<file path="src/design/rssl_defines.svh">
/*
  constants for run set select and link supervision: command and status
  bit positions, parameter codes, timing figures.
  assumes a 20 MHz ref_clk.
*/
`ifndef RSSL_DEFINES_SVH
`define RSSL_DEFINES_SVH
`define RSSL_CLK_HZ 20000000
`define RSSL_CYC_PER_MS (`RSSL_CLK_HZ / 1000)
`define RSSL_CMD_MAN_UP 0
`define RSSL_CMD_MAN_DN 1
`define RSSL_CMD_POS 2
`define RSSL_CMD_STOP 3
`define RSSL_CMD_SET_LO 8
`define RSSL_CMD_SET_HI 9
`define RSSL_ST_MOVING 6
`define RSSL_ST_POSERR 10
`define RSSL_ST_LINKOK 11
`define RSSL_SAVE_CMD_VAL 8'hA1
`define RSSL_DELIV_SAVE_VAL 16'h0001
`define RSSL_IDX_STDCMD 8'h02
`define RSSL_IDX_DELIV 8'hC2
`define RSSL_IDX_TIMEOUT 8'hA2
`define RSSL_IDX_ABRT_SPD 8'h8F
`define RSSL_IDX_ABRT_TIME 8'h9A
`define RSSL_IDX_CUR_RUN 8'h94
`define RSSL_IDX_CUR_START 8'h93
`define RSSL_IDX_MAN_SPD 8'h8A
`define RSSL_IDX_POS_SPD 8'h89
`define RSSL_IDX_TSTART 8'h9B
`define RSSL_DEF_ABRT_PCT 16'h001E
`define RSSL_DEF_ABRT_MS 16'h00C8
`define RSSL_REF_CUR 16'h000A
`define RSSL_REF_ABRT_PCT 16'h003C
`define RSSL_REF_ABRT_MS 16'h0064
`define RSSL_BACKOFF_MS 16'h0032
`define RSSL_PCT_FULL 16'h0064
`endif

</file>
<file path="src/design/rssl_pkg.sv">
/*
  types for the run set link: run set and run state for the drive end, sequence state for the master end.
  assumes rssl_defines.svh for figures.
*/
package rssl_pkg;
  typedef struct packed {
    logic [15:0] posWin;
    logic [15:0] posSpeed;
    logic [15:0] manSpeed;
    logic [15:0] accel;
    logic [15:0] decel;
    logic [15:0] abortPct;
    logic [15:0] curStart;
    logic [15:0] curRun;
    logic [15:0] curHoldEnd;
    logic [15:0] curHold;
    logic [15:0] abortMs;
    logic [15:0] startMs;
    logic [15:0] holdEndMs;
  } rssl_set_t;
  typedef enum {RSSL_IDLE, RSSL_RUN, RSSL_STOPPED} rssl_run_t;
  typedef enum {RSSL_H_IDLE, RSSL_H_CFG, RSSL_H_FWD, RSSL_H_WAITMOVE, RSSL_H_WAITSTOP,
    RSSL_H_BACK, RSSL_H_BACKSTOP, RSSL_H_RESTORE, RSSL_H_DONE} rssl_host_t;
endpackage

</file>
<file path="src/design/rssl_link_if.sv">
/*
  process data and parameter link between master and drive.
  assumes one shared ref_clk.
*/
interface rssl_link_if;
  logic telegram;
  logic [15:0] command;
  logic paramWr;
  logic [7:0] paramIdx;
  logic [1:0] paramSub;
  logic [15:0] paramVal;
  logic [15:0] status;
  modport master (output telegram, output command, output paramWr, output paramIdx,
    output paramSub, output paramVal, input status);
  modport drive (input telegram, input command, input paramWr, input paramIdx,
    input paramSub, input paramVal, output status);
endinterface

</file>
<file path="src/design/rssl_drive.sv">
/*
  drive end: run set selection, link supervision, stall abort, save command.
  assumes link signals on ref_clk; speed feedback is a same-clock input.
*/
`include "rssl_defines.svh"

// Notes on behaviour
// (RULE1) command bits 9..8 select run set 1-4
// (RULE2) selected set parameters apply at once
// (RULE3) set change accepted during active run
// (RULE4) start-up current and time latch per run
// (RULE5) variants without changeover ignore bits 9..8
// (RULE6) timeout zero: finish run, block new; code never flags link loss then, so new runs are not blocked
// (RULE7) nonzero timeout: abort run, block new
// (RULE8) bit 6 moving; error stop sets bit 10
// (RULE9) bit 0/1 manual run at manual speed
// (RULE10) abort when slow too long; 30%/200ms default
// (RULE11) master lowers currents and abort limits first
// (RULE12) master backs off, then restores settings
// (RULE13) save only on 161 or delivery status 1
// (RULE14) master pushes no defaults after restart
// (RULE15) selector re-read every telegram
module rssl_drive #(
  parameter bit HAS_SET_SWITCH = 1'b1
) (
  input wire logic ref_clk,
  input wire logic reset,
  input wire logic clkEn,
  rssl_link_if.drive link,
  input wire logic [15:0] actSpeed,
  input wire logic targetReached,
  output logic motorRun,
  output logic motorDirDn,
  output logic [15:0] motorSpeed,
  output logic [15:0] motorCurLimit,
  output rssl_pkg::rssl_set_t activeSet,
  output logic saveNv
);
  // ----------------------------------------
  // parameter storage
  // ----------------------------------------
  rssl_pkg::rssl_set_t sets_q [4];
  rssl_pkg::rssl_set_t sets_d [4];
  logic [15:0] timeoutMs_q, timeoutMs_d;
  logic [1:0] sel_q, sel_d;
  logic saveNv_d;

  always_comb begin
    for (int i = 0; i < 4; i++) begin
      sets_d[i] = sets_q[i];
    end
    timeoutMs_d = timeoutMs_q;
    sel_d = sel_q;
    saveNv_d = 1'b0;
    if (link.telegram && HAS_SET_SWITCH) begin // RULE5
      sel_d = link.command[`RSSL_CMD_SET_HI:`RSSL_CMD_SET_LO]; // RULE1 RULE3 RULE15
    end
    if (link.paramWr) begin
      unique case (link.paramIdx)
        `RSSL_IDX_STDCMD: saveNv_d = (link.paramVal[7:0] == `RSSL_SAVE_CMD_VAL); // RULE13
        `RSSL_IDX_DELIV: saveNv_d = (link.paramVal == `RSSL_DELIV_SAVE_VAL); // RULE13
        `RSSL_IDX_TIMEOUT: timeoutMs_d = link.paramVal;
        `RSSL_IDX_ABRT_SPD: sets_d[link.paramSub].abortPct = link.paramVal;
        `RSSL_IDX_ABRT_TIME: sets_d[link.paramSub].abortMs = link.paramVal;
        `RSSL_IDX_CUR_RUN: sets_d[link.paramSub].curRun = link.paramVal;
        `RSSL_IDX_CUR_START: sets_d[link.paramSub].curStart = link.paramVal;
        `RSSL_IDX_MAN_SPD: sets_d[link.paramSub].manSpeed = link.paramVal;
        `RSSL_IDX_POS_SPD: sets_d[link.paramSub].posSpeed = link.paramVal;
        `RSSL_IDX_TSTART: sets_d[link.paramSub].startMs = link.paramVal;
        default: ;
      endcase
    end
  end

  always_ff @(posedge ref_clk) begin
    if (reset) begin
      for (int i = 0; i < 4; i++) begin
        sets_q[i] <= '0;
        sets_q[i].abortPct <= `RSSL_DEF_ABRT_PCT;
        sets_q[i].abortMs <= `RSSL_DEF_ABRT_MS;
      end
      timeoutMs_q <= '0;
      sel_q <= '0;
      saveNv <= 1'b0;
    end else if (clkEn) begin
      sets_q <= sets_d;
      timeoutMs_q <= timeoutMs_d;
      sel_q <= sel_d;
      saveNv <= saveNv_d;
    end
  end

  // ----------------------------------------
  // link supervision
  // ----------------------------------------
  logic [15:0] msCnt_q, msCnt_d;
  logic [14:0] cyc_q, cyc_d;
  logic linkOk_q, linkOk_d;
  logic linkLost_q, linkLost_d;

  always_comb begin
    cyc_d = cyc_q;
    msCnt_d = msCnt_q;
    linkOk_d = linkOk_q;
    linkLost_d = 1'b0;
    if (link.telegram) begin
      cyc_d = '0;
      msCnt_d = '0;
      linkOk_d = 1'b1;
    end else if (linkOk_q && timeoutMs_q != '0) begin // RULE7
      if (cyc_q == 15'(`RSSL_CYC_PER_MS - 1)) begin
        cyc_d = '0;
        msCnt_d = msCnt_q + 16'h0001;
        if (msCnt_q + 16'h0001 >= timeoutMs_q) begin
          linkOk_d = 1'b0;
          linkLost_d = 1'b1;
        end
      end else begin
        cyc_d = cyc_q + 15'h0001;
      end
    end
  end

  always_ff @(posedge ref_clk) begin
    if (reset) begin
      cyc_q <= '0;
      msCnt_q <= '0;
      linkOk_q <= 1'b0;
      linkLost_q <= 1'b0;
    end else if (clkEn) begin
      cyc_q <= cyc_d;
      msCnt_q <= msCnt_d;
      linkOk_q <= linkOk_d;
      linkLost_q <= linkLost_d;
    end
  end

  // ----------------------------------------
  // run control and stall abort
  // ----------------------------------------
  rssl_pkg::rssl_run_t run_q, run_d;
  logic manual_q, manual_d;
  logic dirDn_q, dirDn_d;
  logic [15:0] startCur_q, startCur_d;
  logic [31:0] startCyc_q, startCyc_d;
  logic [31:0] slowCyc_q, slowCyc_d;
  logic posErr_q, posErr_d;
  rssl_pkg::rssl_set_t cur;
  rssl_pkg::rssl_set_t nxt;
  logic [15:0] tgtSpeed;
  logic startReq;
  logic slow;

  always_comb begin
    cur = sets_q[sel_q]; // RULE2
    nxt = sets_q[sel_d];
    tgtSpeed = manual_q ? cur.manSpeed : cur.posSpeed; // RULE9
    slow = (32'(actSpeed) * 32'(`RSSL_PCT_FULL)) < (32'(tgtSpeed) * 32'(cur.abortPct));
    startReq = link.telegram && linkOk_q && (link.command[`RSSL_CMD_MAN_UP]
      || link.command[`RSSL_CMD_MAN_DN] || link.command[`RSSL_CMD_POS]); // RULE6 RULE7
    run_d = run_q;
    manual_d = manual_q;
    dirDn_d = dirDn_q;
    startCur_d = startCur_q;
    startCyc_d = startCyc_q;
    slowCyc_d = slowCyc_q;
    posErr_d = posErr_q;
    unique case (run_q)
      rssl_pkg::RSSL_IDLE, rssl_pkg::RSSL_STOPPED: begin
        if (startReq) begin
          run_d = rssl_pkg::RSSL_RUN;
          manual_d = link.command[`RSSL_CMD_MAN_UP] || link.command[`RSSL_CMD_MAN_DN]; // RULE9
          dirDn_d = link.command[`RSSL_CMD_MAN_DN];
          startCur_d = nxt.curStart; // RULE4
          startCyc_d = 32'(nxt.startMs) * 32'(`RSSL_CYC_PER_MS); // RULE4
          slowCyc_d = '0;
          posErr_d = 1'b0;
        end
      end
      rssl_pkg::RSSL_RUN: begin
        if (startCyc_q != '0) begin
          startCyc_d = startCyc_q - 32'h0000_0001;
        end
        slowCyc_d = slow ? slowCyc_q + 32'h0000_0001 : '0;
        if (linkLost_q) begin
          run_d = rssl_pkg::RSSL_STOPPED; // RULE7
        end else if (link.telegram && link.command[`RSSL_CMD_STOP]) begin
          run_d = rssl_pkg::RSSL_STOPPED;
        end else if (slow && slowCyc_q > 32'(cur.abortMs) * 32'(`RSSL_CYC_PER_MS)) begin
          run_d = rssl_pkg::RSSL_STOPPED; // RULE10
          posErr_d = 1'b1; // RULE8
        end else if (targetReached && !manual_q) begin
          run_d = rssl_pkg::RSSL_IDLE; // RULE6
        end
      end
    endcase
  end

  always_ff @(posedge ref_clk) begin
    if (reset) begin
      run_q <= rssl_pkg::RSSL_IDLE;
      manual_q <= 1'b0;
      dirDn_q <= 1'b0;
      startCur_q <= '0;
      startCyc_q <= '0;
      slowCyc_q <= '0;
      posErr_q <= 1'b0;
      motorRun <= 1'b0;
      motorDirDn <= 1'b0;
      motorSpeed <= '0;
      motorCurLimit <= '0;
      activeSet <= '0;
      link.status <= '0;
    end else if (clkEn) begin
      run_q <= run_d;
      manual_q <= manual_d;
      dirDn_q <= dirDn_d;
      startCur_q <= startCur_d;
      startCyc_q <= startCyc_d;
      slowCyc_q <= slowCyc_d;
      posErr_q <= posErr_d;
      motorRun <= (run_d == rssl_pkg::RSSL_RUN);
      motorDirDn <= dirDn_d;
      motorSpeed <= tgtSpeed; // RULE2
      motorCurLimit <= (run_d == rssl_pkg::RSSL_RUN && startCyc_d != '0) ? startCur_d
        : cur.curRun; // RULE4
      activeSet <= cur;
      link.status <= '0;
      link.status[`RSSL_ST_MOVING] <= (run_d == rssl_pkg::RSSL_RUN); // RULE8
      link.status[`RSSL_ST_POSERR] <= posErr_d; // RULE8
      link.status[`RSSL_ST_LINKOK] <= linkOk_d;
    end
  end
endmodule

</file>
<file path="src/flat_wrapper.sv">
// flat-port wrapper written by rule: the top's interface ports become plain ports
module rssl_drive_flat 
#(
  parameter bit HAS_SET_SWITCH = 1'b1
)
  (ref_clk, reset, clkEn, actSpeed, targetReached, motorRun, motorDirDn, motorSpeed, motorCurLimit, activeSet, saveNv, link_telegram, link_command, link_paramWr, link_paramIdx, link_paramSub, link_paramVal, link_status);
  rssl_link_if link_i ();
  input wire logic ref_clk;
  input wire logic reset;
  input wire logic clkEn;
  input wire logic [15:0] actSpeed;
  input wire logic targetReached;
  output logic motorRun;
  output logic motorDirDn;
  output logic [15:0] motorSpeed;
  output logic [15:0] motorCurLimit;
  output rssl_pkg::rssl_set_t activeSet;
  output logic saveNv;
  input wire logic [$bits(link_i.telegram)-1:0] link_telegram;
  input wire logic [$bits(link_i.command)-1:0] link_command;
  input wire logic [$bits(link_i.paramWr)-1:0] link_paramWr;
  input wire logic [$bits(link_i.paramIdx)-1:0] link_paramIdx;
  input wire logic [$bits(link_i.paramSub)-1:0] link_paramSub;
  input wire logic [$bits(link_i.paramVal)-1:0] link_paramVal;
  output wire logic [$bits(link_i.status)-1:0] link_status;
  assign link_i.telegram = link_telegram;
  assign link_i.command = link_command;
  assign link_i.paramWr = link_paramWr;
  assign link_i.paramIdx = link_paramIdx;
  assign link_i.paramSub = link_paramSub;
  assign link_i.paramVal = link_paramVal;
  assign link_status = link_i.status;
  rssl_drive #(.HAS_SET_SWITCH(HAS_SET_SWITCH)) u_core (.ref_clk(ref_clk), .reset(reset), .clkEn(clkEn), .link(link_i), .actSpeed(actSpeed), .targetReached(targetReached), .motorRun(motorRun), .motorDirDn(motorDirDn), .motorSpeed(motorSpeed), .motorCurLimit(motorCurLimit), .activeSet(activeSet), .saveNv(saveNv));
endmodule
</file>
<file path="config.mk">
export PLATFORM = sky130hd
export DESIGN_NAME = rssl_drive_flat
export DESIGN_NICKNAME = d
export VERILOG_FILES = /design/src/design/rssl_pkg.sv /design/src/design/rssl_link_if.sv /design/src/design/rssl_drive.sv /design/src/flat_wrapper.sv
export VERILOG_INCLUDE_DIRS = /design/src /design/src/design
export SDC_FILE = /design/constraint.sdc
export NUM_CORES = 2
export LEC_CHECK = 0
export BUFFER_PORTS_ARGS = -buffer_cell sky130_fd_sc_hd__buf_4
export CAP_MARGIN = 5
export CORE_ASPECT_RATIO = 0.8
export CORE_UTILIZATION = 62
export CTS_CLUSTER_SIZE = 28
export DETAILED_ROUTE_END_ITERATION = 12
export PLACE_DENSITY = 0.87
export SETUP_SLACK_MARGIN = 0.3
export SYNTH_ARGS = -nofsm -noshare
export SYNTH_HDL_FRONTEND = slang
export SYNTH_SLANG_ARGS = --single-unit
</file>
<file path="constraint.sdc">
create_clock -name ref_clk -period 13.1 [get_ports ref_clk]
set_input_delay 0.655 -clock ref_clk [delete_from_list [all_inputs] [get_ports ref_clk]]
set_output_delay 0.655 -clock ref_clk [all_outputs]
set_load 0.01 [all_outputs]
</file>
Yosys cells after proc, flatten, opt, wreduce, memory -nomap -nowiden

Cells that the tools add are included.

Word-level logic and storage cells: 211
Output and inout port bits: 259
Flip-flop bits (word level): 1243

Add/sub/neg operators: 4
Multiplexer cells: 68
Equal/unequal tests: 17
Magnitude comparators: 7
Reductions and logical operators: 25
Multiply operators: 4
Bitwise operators: 3

Operator list:

| cell                                                  | number |
|---|---|
| bitwise mux 832 bit                                   | 7 |
| case mux 832 bit (7 select lines)                     | 1 |
| demux 208 bit (select 2 bit)                          | 7 |
| binary-select mux 208 bit (select 2 bit)              | 2 |
| two-way mux 208 bit                                   | 2 |
| two-way mux 112 bit                                   | 3 |
| two-way mux 32 bit                                    | 10 |
| two-way mux 192 bit                                   | 1 |
| case mux 32 bit (2 select lines)                      | 3 |
| two-way mux 176 bit                                   | 1 |
| two-way mux 128 bit                                   | 1 |
| two-way mux 16 bit                                    | 7 |
| two-way mux 96 bit                                    | 1 |
| equality test 8 bit (second input constant)           | 10 |
| equality test 32 x 2 -> 1 bit (second input constant) | 2 |
| nonzero test 32 bit                                   | 2 |
| multiplier 16 x 10 -> 26 bit (second input constant)  | 2 |
| two-way mux 48 bit                                    | 1 |
| two-way mux 15 bit                                    | 3 |
| adder 32 x 1 -> 32 bit (second input constant)        | 1 |
| equality test 32 x 1 -> 1 bit (second input constant) | 1 |
| > comparator 32 x 31 -> 1 bit                         | 1 |
| logical NOT 32 bit                                    | 1 |
| < comparator 23 x 32 -> 1 bit                         | 1 |
| 25 further kinds                                      | 57 |

Depth between registers and ports, before layout

Depth in word-level cells: 15
Mapped depth: 44

Worst setup path after synthesis

Ideal clock, no wire load.

Path type: flip-flop to flip-flop
From: register u_core.sel_q[1]
To: register u_core.slowCyc_q[27]
Path buffers: 8
Setup slack: 2.683 ns
Setup time: 0.128 ns
Arrival: 10.290 ns
Data required time: 12.972 ns
Stages on the path, launching flop included: 43
Period minus slack after synthesis: 10.417 ns
Cells stage by stage: dfxtp_1 -> buf_4 -> buf_1 -> clkbuf_1 -> buf_1 -> clkbuf_1 -> nand2_1 -> o21ai_1 -> clkbuf_1 -> nor2_1 -> fa_1 -> inv_1 -> fa_1 -> fa_1 -> inv_1 -> fa_1 -> fa_1 -> inv_1 -> [7 not listed] -> o21ai_0 -> a21o_1 -> a21oi_1 -> xor2_1 -> ha_1 -> and4_1 -> nand4_1 -> a2111o_1 -> a211oi_1 -> o211ai_1 -> or4_4 -> or3_1 -> nand3_2 -> buf_4 -> buf_6 -> nor3_1 -> a21oi_1 -> nor2_1

Cells in the longest elaborated chain, start to end: 9

Ends and longest elaborated chain:

| item                                                        | line              | source |
|---|---|---|
| start: declaration                                          | rssl_drive.sv:45  | `logic [1:0] sel_q, sel_d;` |
| start signal: assignment                                    | rssl_drive.sv:88  | `sel_q <= sel_d;` |
| NOT 2 -> 3 bit (implied by the code) (*)                    | rssl_drive.sv:155 | `cur = sets_q[sel_q];` |
| binary-select mux 208 bit (select 2 bit) (*)                | rssl_drive.sv:155 |  |
| two-way mux 208 bit (implied by the code) (*) (2 in series) | rssl_drive.sv:155 |  |
| two-way mux 16 bit                                          | rssl_drive.sv:157 | `tgtSpeed = manual_q ? cur.manSpeed : cur.posSpeed;` |
| multiplier 16 x 16 -> 32 bit (*)                            | rssl_drive.sv:158 | `` slow = (32'(actSpeed) * 32'(`RSSL_PCT_FULL)) < (32'(tgtSpeed) * 32'(cur.abortPct)); `` |
| < comparator 23 x 32 -> 1 bit (*)                           | rssl_drive.sv:158 |  |
| two-way mux 32 bit (*)                                      | rssl_drive.sv:184 | `slowCyc_d = slow ? slowCyc_q + 32'h0000_0001 : '0;` |
| case mux 32 bit (2 select lines) (*)                        | rssl_drive.sv:168 | `unique case (run_q)` |
| end signal: assignment                                      | rssl_drive.sv:220 | `slowCyc_q <= slowCyc_d;` |
| end: declaration                                            | rssl_drive.sv:146 | `logic [31:0] slowCyc_q, slowCyc_d;` |

Mark *: on every way between the ends. The rest lies on a longest branch, timed or not. The select of a mux whose other input is x is not followed.
A chain may end at the register's enable or synchronous reset.

Final worst setup path

From: register u_core.sel_q[1]
To: register u_core.slowCyc_q[5]

Same word-level chain as after synthesis.

==> flow_summary.toml <==
[route]
drtIter0Drc = 5827
firstDrtPassIters = 6
wire_per_inst_um = 20.6
antenna_left = 0
via_count = 52100
drcViolationCount = 0
routed_wl_um = 178000
viasPerCell = 6.03

[cts]
ctsResizeCount = 0
clk_latency_ns = 0.77
tritoncts = "yes"
postCtsSetupRepairBufs = 0
ctsRootBufferMaster = "clkbuf_16"
cts-buffers-inserted = 117
hold_buffers = 0
htreeDepth = 3
clkSinkCount = 1240
clock_path_buffers = 3
clk_pin_slew_worst_paths_ns = 0.07

[logic_synthesis]
syn_area_um2 = 65500
yosys-top-cells-area = "dfxtp_1 38%, fa_1 8.4%, mux4_2 7.9%, nand2_1 7.1%, ha_1 7.0%"
ys_ff_latch = 1240
synthCells = 7060
synth_top_cell_area_share_pct = 37.9
synth_top_cell_by_area = "dfxtp_1"
synth_cell_types = 86
synthFlopType = "dfxtp_1"
synth_edf_count = 0
ys_warn_count = 0
ys_seq_area_share_pct = 37.9
async_reset_ff_share_pct = 0
synth_area_per_cell_um2 = 9.27

[placement]
routabilityCongestion = 0.960
numPortBuffers = 299
hpwl_um = 118000
place_inst = 8417
placed_cell_area_um2 = 68500

[sta]
final_hold_viol_count = 0
skew_ns = 0.0763
setup-tns-final_ns = 0
rsz0062_at_grt = "false"
maxSlewHeadroom_pct = 13.2
final_max_slew_viol_count = 0
clock.fmax_mhz = 84.7
tightest_slew_ns = 1.27
finalCriticalPeriod_ns = 11.81
finalSetupViolations = 0
final.period_utilization_pct = 90.2

[die]
core_area_um2 = 105000
pin_count = 323
placementRows = 106
die_area_um2 = 107000
die_width_um = 365
start_util_pct = 62.6
die_h_um = 293

[final_layout]
regArea_um2 = 24800
final_cells = 8638
syn_to_final_growth_pct = 11.2
nets = 7836
drive_gt1_share_pct = 12.3
final_area_um2 = 72800
multi_input_area_um2 = 37100
fillCellCount = 7301

[run]
drv_cap = 0

[grt]
antenna_found_initial = 20
grt_max_degree = 225
track_usage_pct = 33.1
grt_pass1_vias = 52100
grt_remaining_overflow = 0
grt_pass1_wl_um = 281000

[power]
power_density_nw_per_um2 = 111
ir_drop_v = 0.000133
leakage_nw = 30.5

[setup_path]
slowest_delay_ns = 1.00
path_class = "flip-flop to flip-flop"
end_kind = "flip-flop"
cp_slowest_cell = "mux2i_1"
reg2reg_slack_ns = 1.29
path_common_cell = "fa_1"
cp-start-kind = "flip-flop"
required_ns = 13.72
crit_fanout = 59
worstPathArrival_ns = 12.43

[status]
status = "completed"

[worst_hold_path]
min_path_type = "primary input to flip-flop"
## worst max-delay path: cells and delay by family (launching register included)
family	cells	cell delay [ns]
AO/OA/AOI/OAI	12	2.95
flip-flops	1	0.74
multiplexers	2	1.63
buffers and inverters	4	0.21
XOR/XNOR	1	0.10
adder cells (fa/ha/maj)	8	3.73
AND/OR/NAND/NOR	7	2.30
## cell usage in the layout, fill, tap and decap left out, drive strengths merged, types with 10 or more instances in the layout
master,synthesis,final
o31ai,12,12
ha,365,365
bufinv,0,16
nor3,43,43
mux4,230,230
dfxtp,1240,1240
nand3b,31,31
nand2b,65,65
mux2,37,37
nor4,47,47
or4,10,10
a21oi,566,566
xor2,43,43
or3,28,28
inv,531,542
a21o,45,45
clkbuf,348,162
nand2,1240,1240
and4,11,11
nor2,496,496
o21ai,130,130
mux2i,266,266
buf,83,372
clkinv,0,20
o21bai,20,20
and3,33,33
xnor2,40,40
fa,275,275
nand3,61,61
conb,1,13
nand4,24,24
a31oi,28,28
nor3b,22,22
or2,12,12
and2,60,60
a211oi,56,56
nor2b,427,427
o21a,19,19
## final timing paths
path	startpoint	cells after the start	end
hold reg to reg	u_core.sets_q[448]	2	u_core.sets_q[448]
setup reg to reg	u_core.sel_q[1]	34	u_core.slowCyc_q[5]
hold / removal	link_command[1]	3	u_core.motorDirDn
setup / recovery	u_core.sel_q[1]	34	u_core.slowCyc_q[5]
## power by group
group	leakage, nW	switching, W	internal [W]
clock network	2.06	0.00157	0.00214
logic	18.4	0.000371	0.000202
registers	10.0	0.0000193	0.00378
total	30.5	0.00196	0.00613
## layout make-up
class	instances	area share [%]
multi-input combinational	4870	50.9
inverter	531	2.74
timing repair buffer	372	3.93
clock inverter	56	1.20
clock buffer	162	4.66
sequential	1240	34.1
tap	1404	2.41
antenna	3	0.0103
## cell families after synthesis
kind of cell | after synthesis | share of synthesized area, %
AO/OA/AOI/OAI | 974 | 8.67
adder cells (fa/ha/maj) | 640 | 15.4
XOR/XNOR | 83 | 1.11
flip-flops | 1240 | 37.9
other | 1 | 0.00573
multiplexers | 533 | 12.6
buffers and inverters | 962 | 5.67
AND/OR/NAND/NOR | 2627 | 18.6
## sequential cells by signal (all words and copies together) (netlist names)
name and flops:
u_core.activeSet 208, u_core.cyc_q 15, u_core.link.status 2, u_core.linkLost_q 1
u_core.linkOk_q 1, u_core.manual_q 1, u_core.motorCurLimit 16, u_core.motorDirDn 1
u_core.motorSpeed 16, u_core.msCnt_q 16, u_core.run_q 32, u_core.saveNv 1
u_core.sel_q 2, u_core.sets_q 832, u_core.slowCyc_q 32, u_core.startCur_q 16
u_core.startCyc_q 32, u_core.timeoutMs_q 16
## Yosys cell counts (all sizes together), types with 12 or more instances
| library cell | n |
|---|---|
| a211oi | 56 |
| a21o | 45 |
| a21oi | 566 |
| a31oi | 28 |
| and2 | 60 |
| and3 | 33 |
| buf | 83 |
| clkbuf | 348 |
| dfxtp | 1240 |
| fa | 275 |
| ha | 365 |
| inv | 531 |
| mux2 | 37 |
| mux2i | 266 |
| mux4 | 230 |
| nand2 | 1240 |
| nand2b | 65 |
| nand3 | 61 |
| nand3b | 31 |
| nand4 | 24 |
| nor2 | 496 |
| nor2b | 427 |
| nor3 | 43 |
| nor3b | 22 |
| nor4 | 47 |
| o21a | 19 |
| o21ai | 130 |
| o21bai | 20 |
| o31ai | 12 |
| or2 | 12 |
| or3 | 28 |
| xnor2 | 40 |
| xor2 | 43 |
## metal layers
metal  global-route usage, %  part of all wire [%]  vias up
li1                        -                     -    23700
met1                    43.4                    39    25100
met2                    51.1                    45     2676
met3                    9.74                    12      554
met4                    13.4                   4.3       36
met5                       0                  0.13        -
## metrics by stage
step	total power (W)	util, %	hold slack [ns]	setup WS [ns]
global placement	0.00442	65.5	0.434	1.75
CTS	0.00810	69.5	0.133	1.53
global route	0.00831	69.5	0.164	0.714
finish	0.00809	69.6	0.178	1.29
detailed placement	0.00444	65.5	0.441	1.53
floorplan	0.00428	-	0.428	2.68
(Power assumes the default switching activity.)
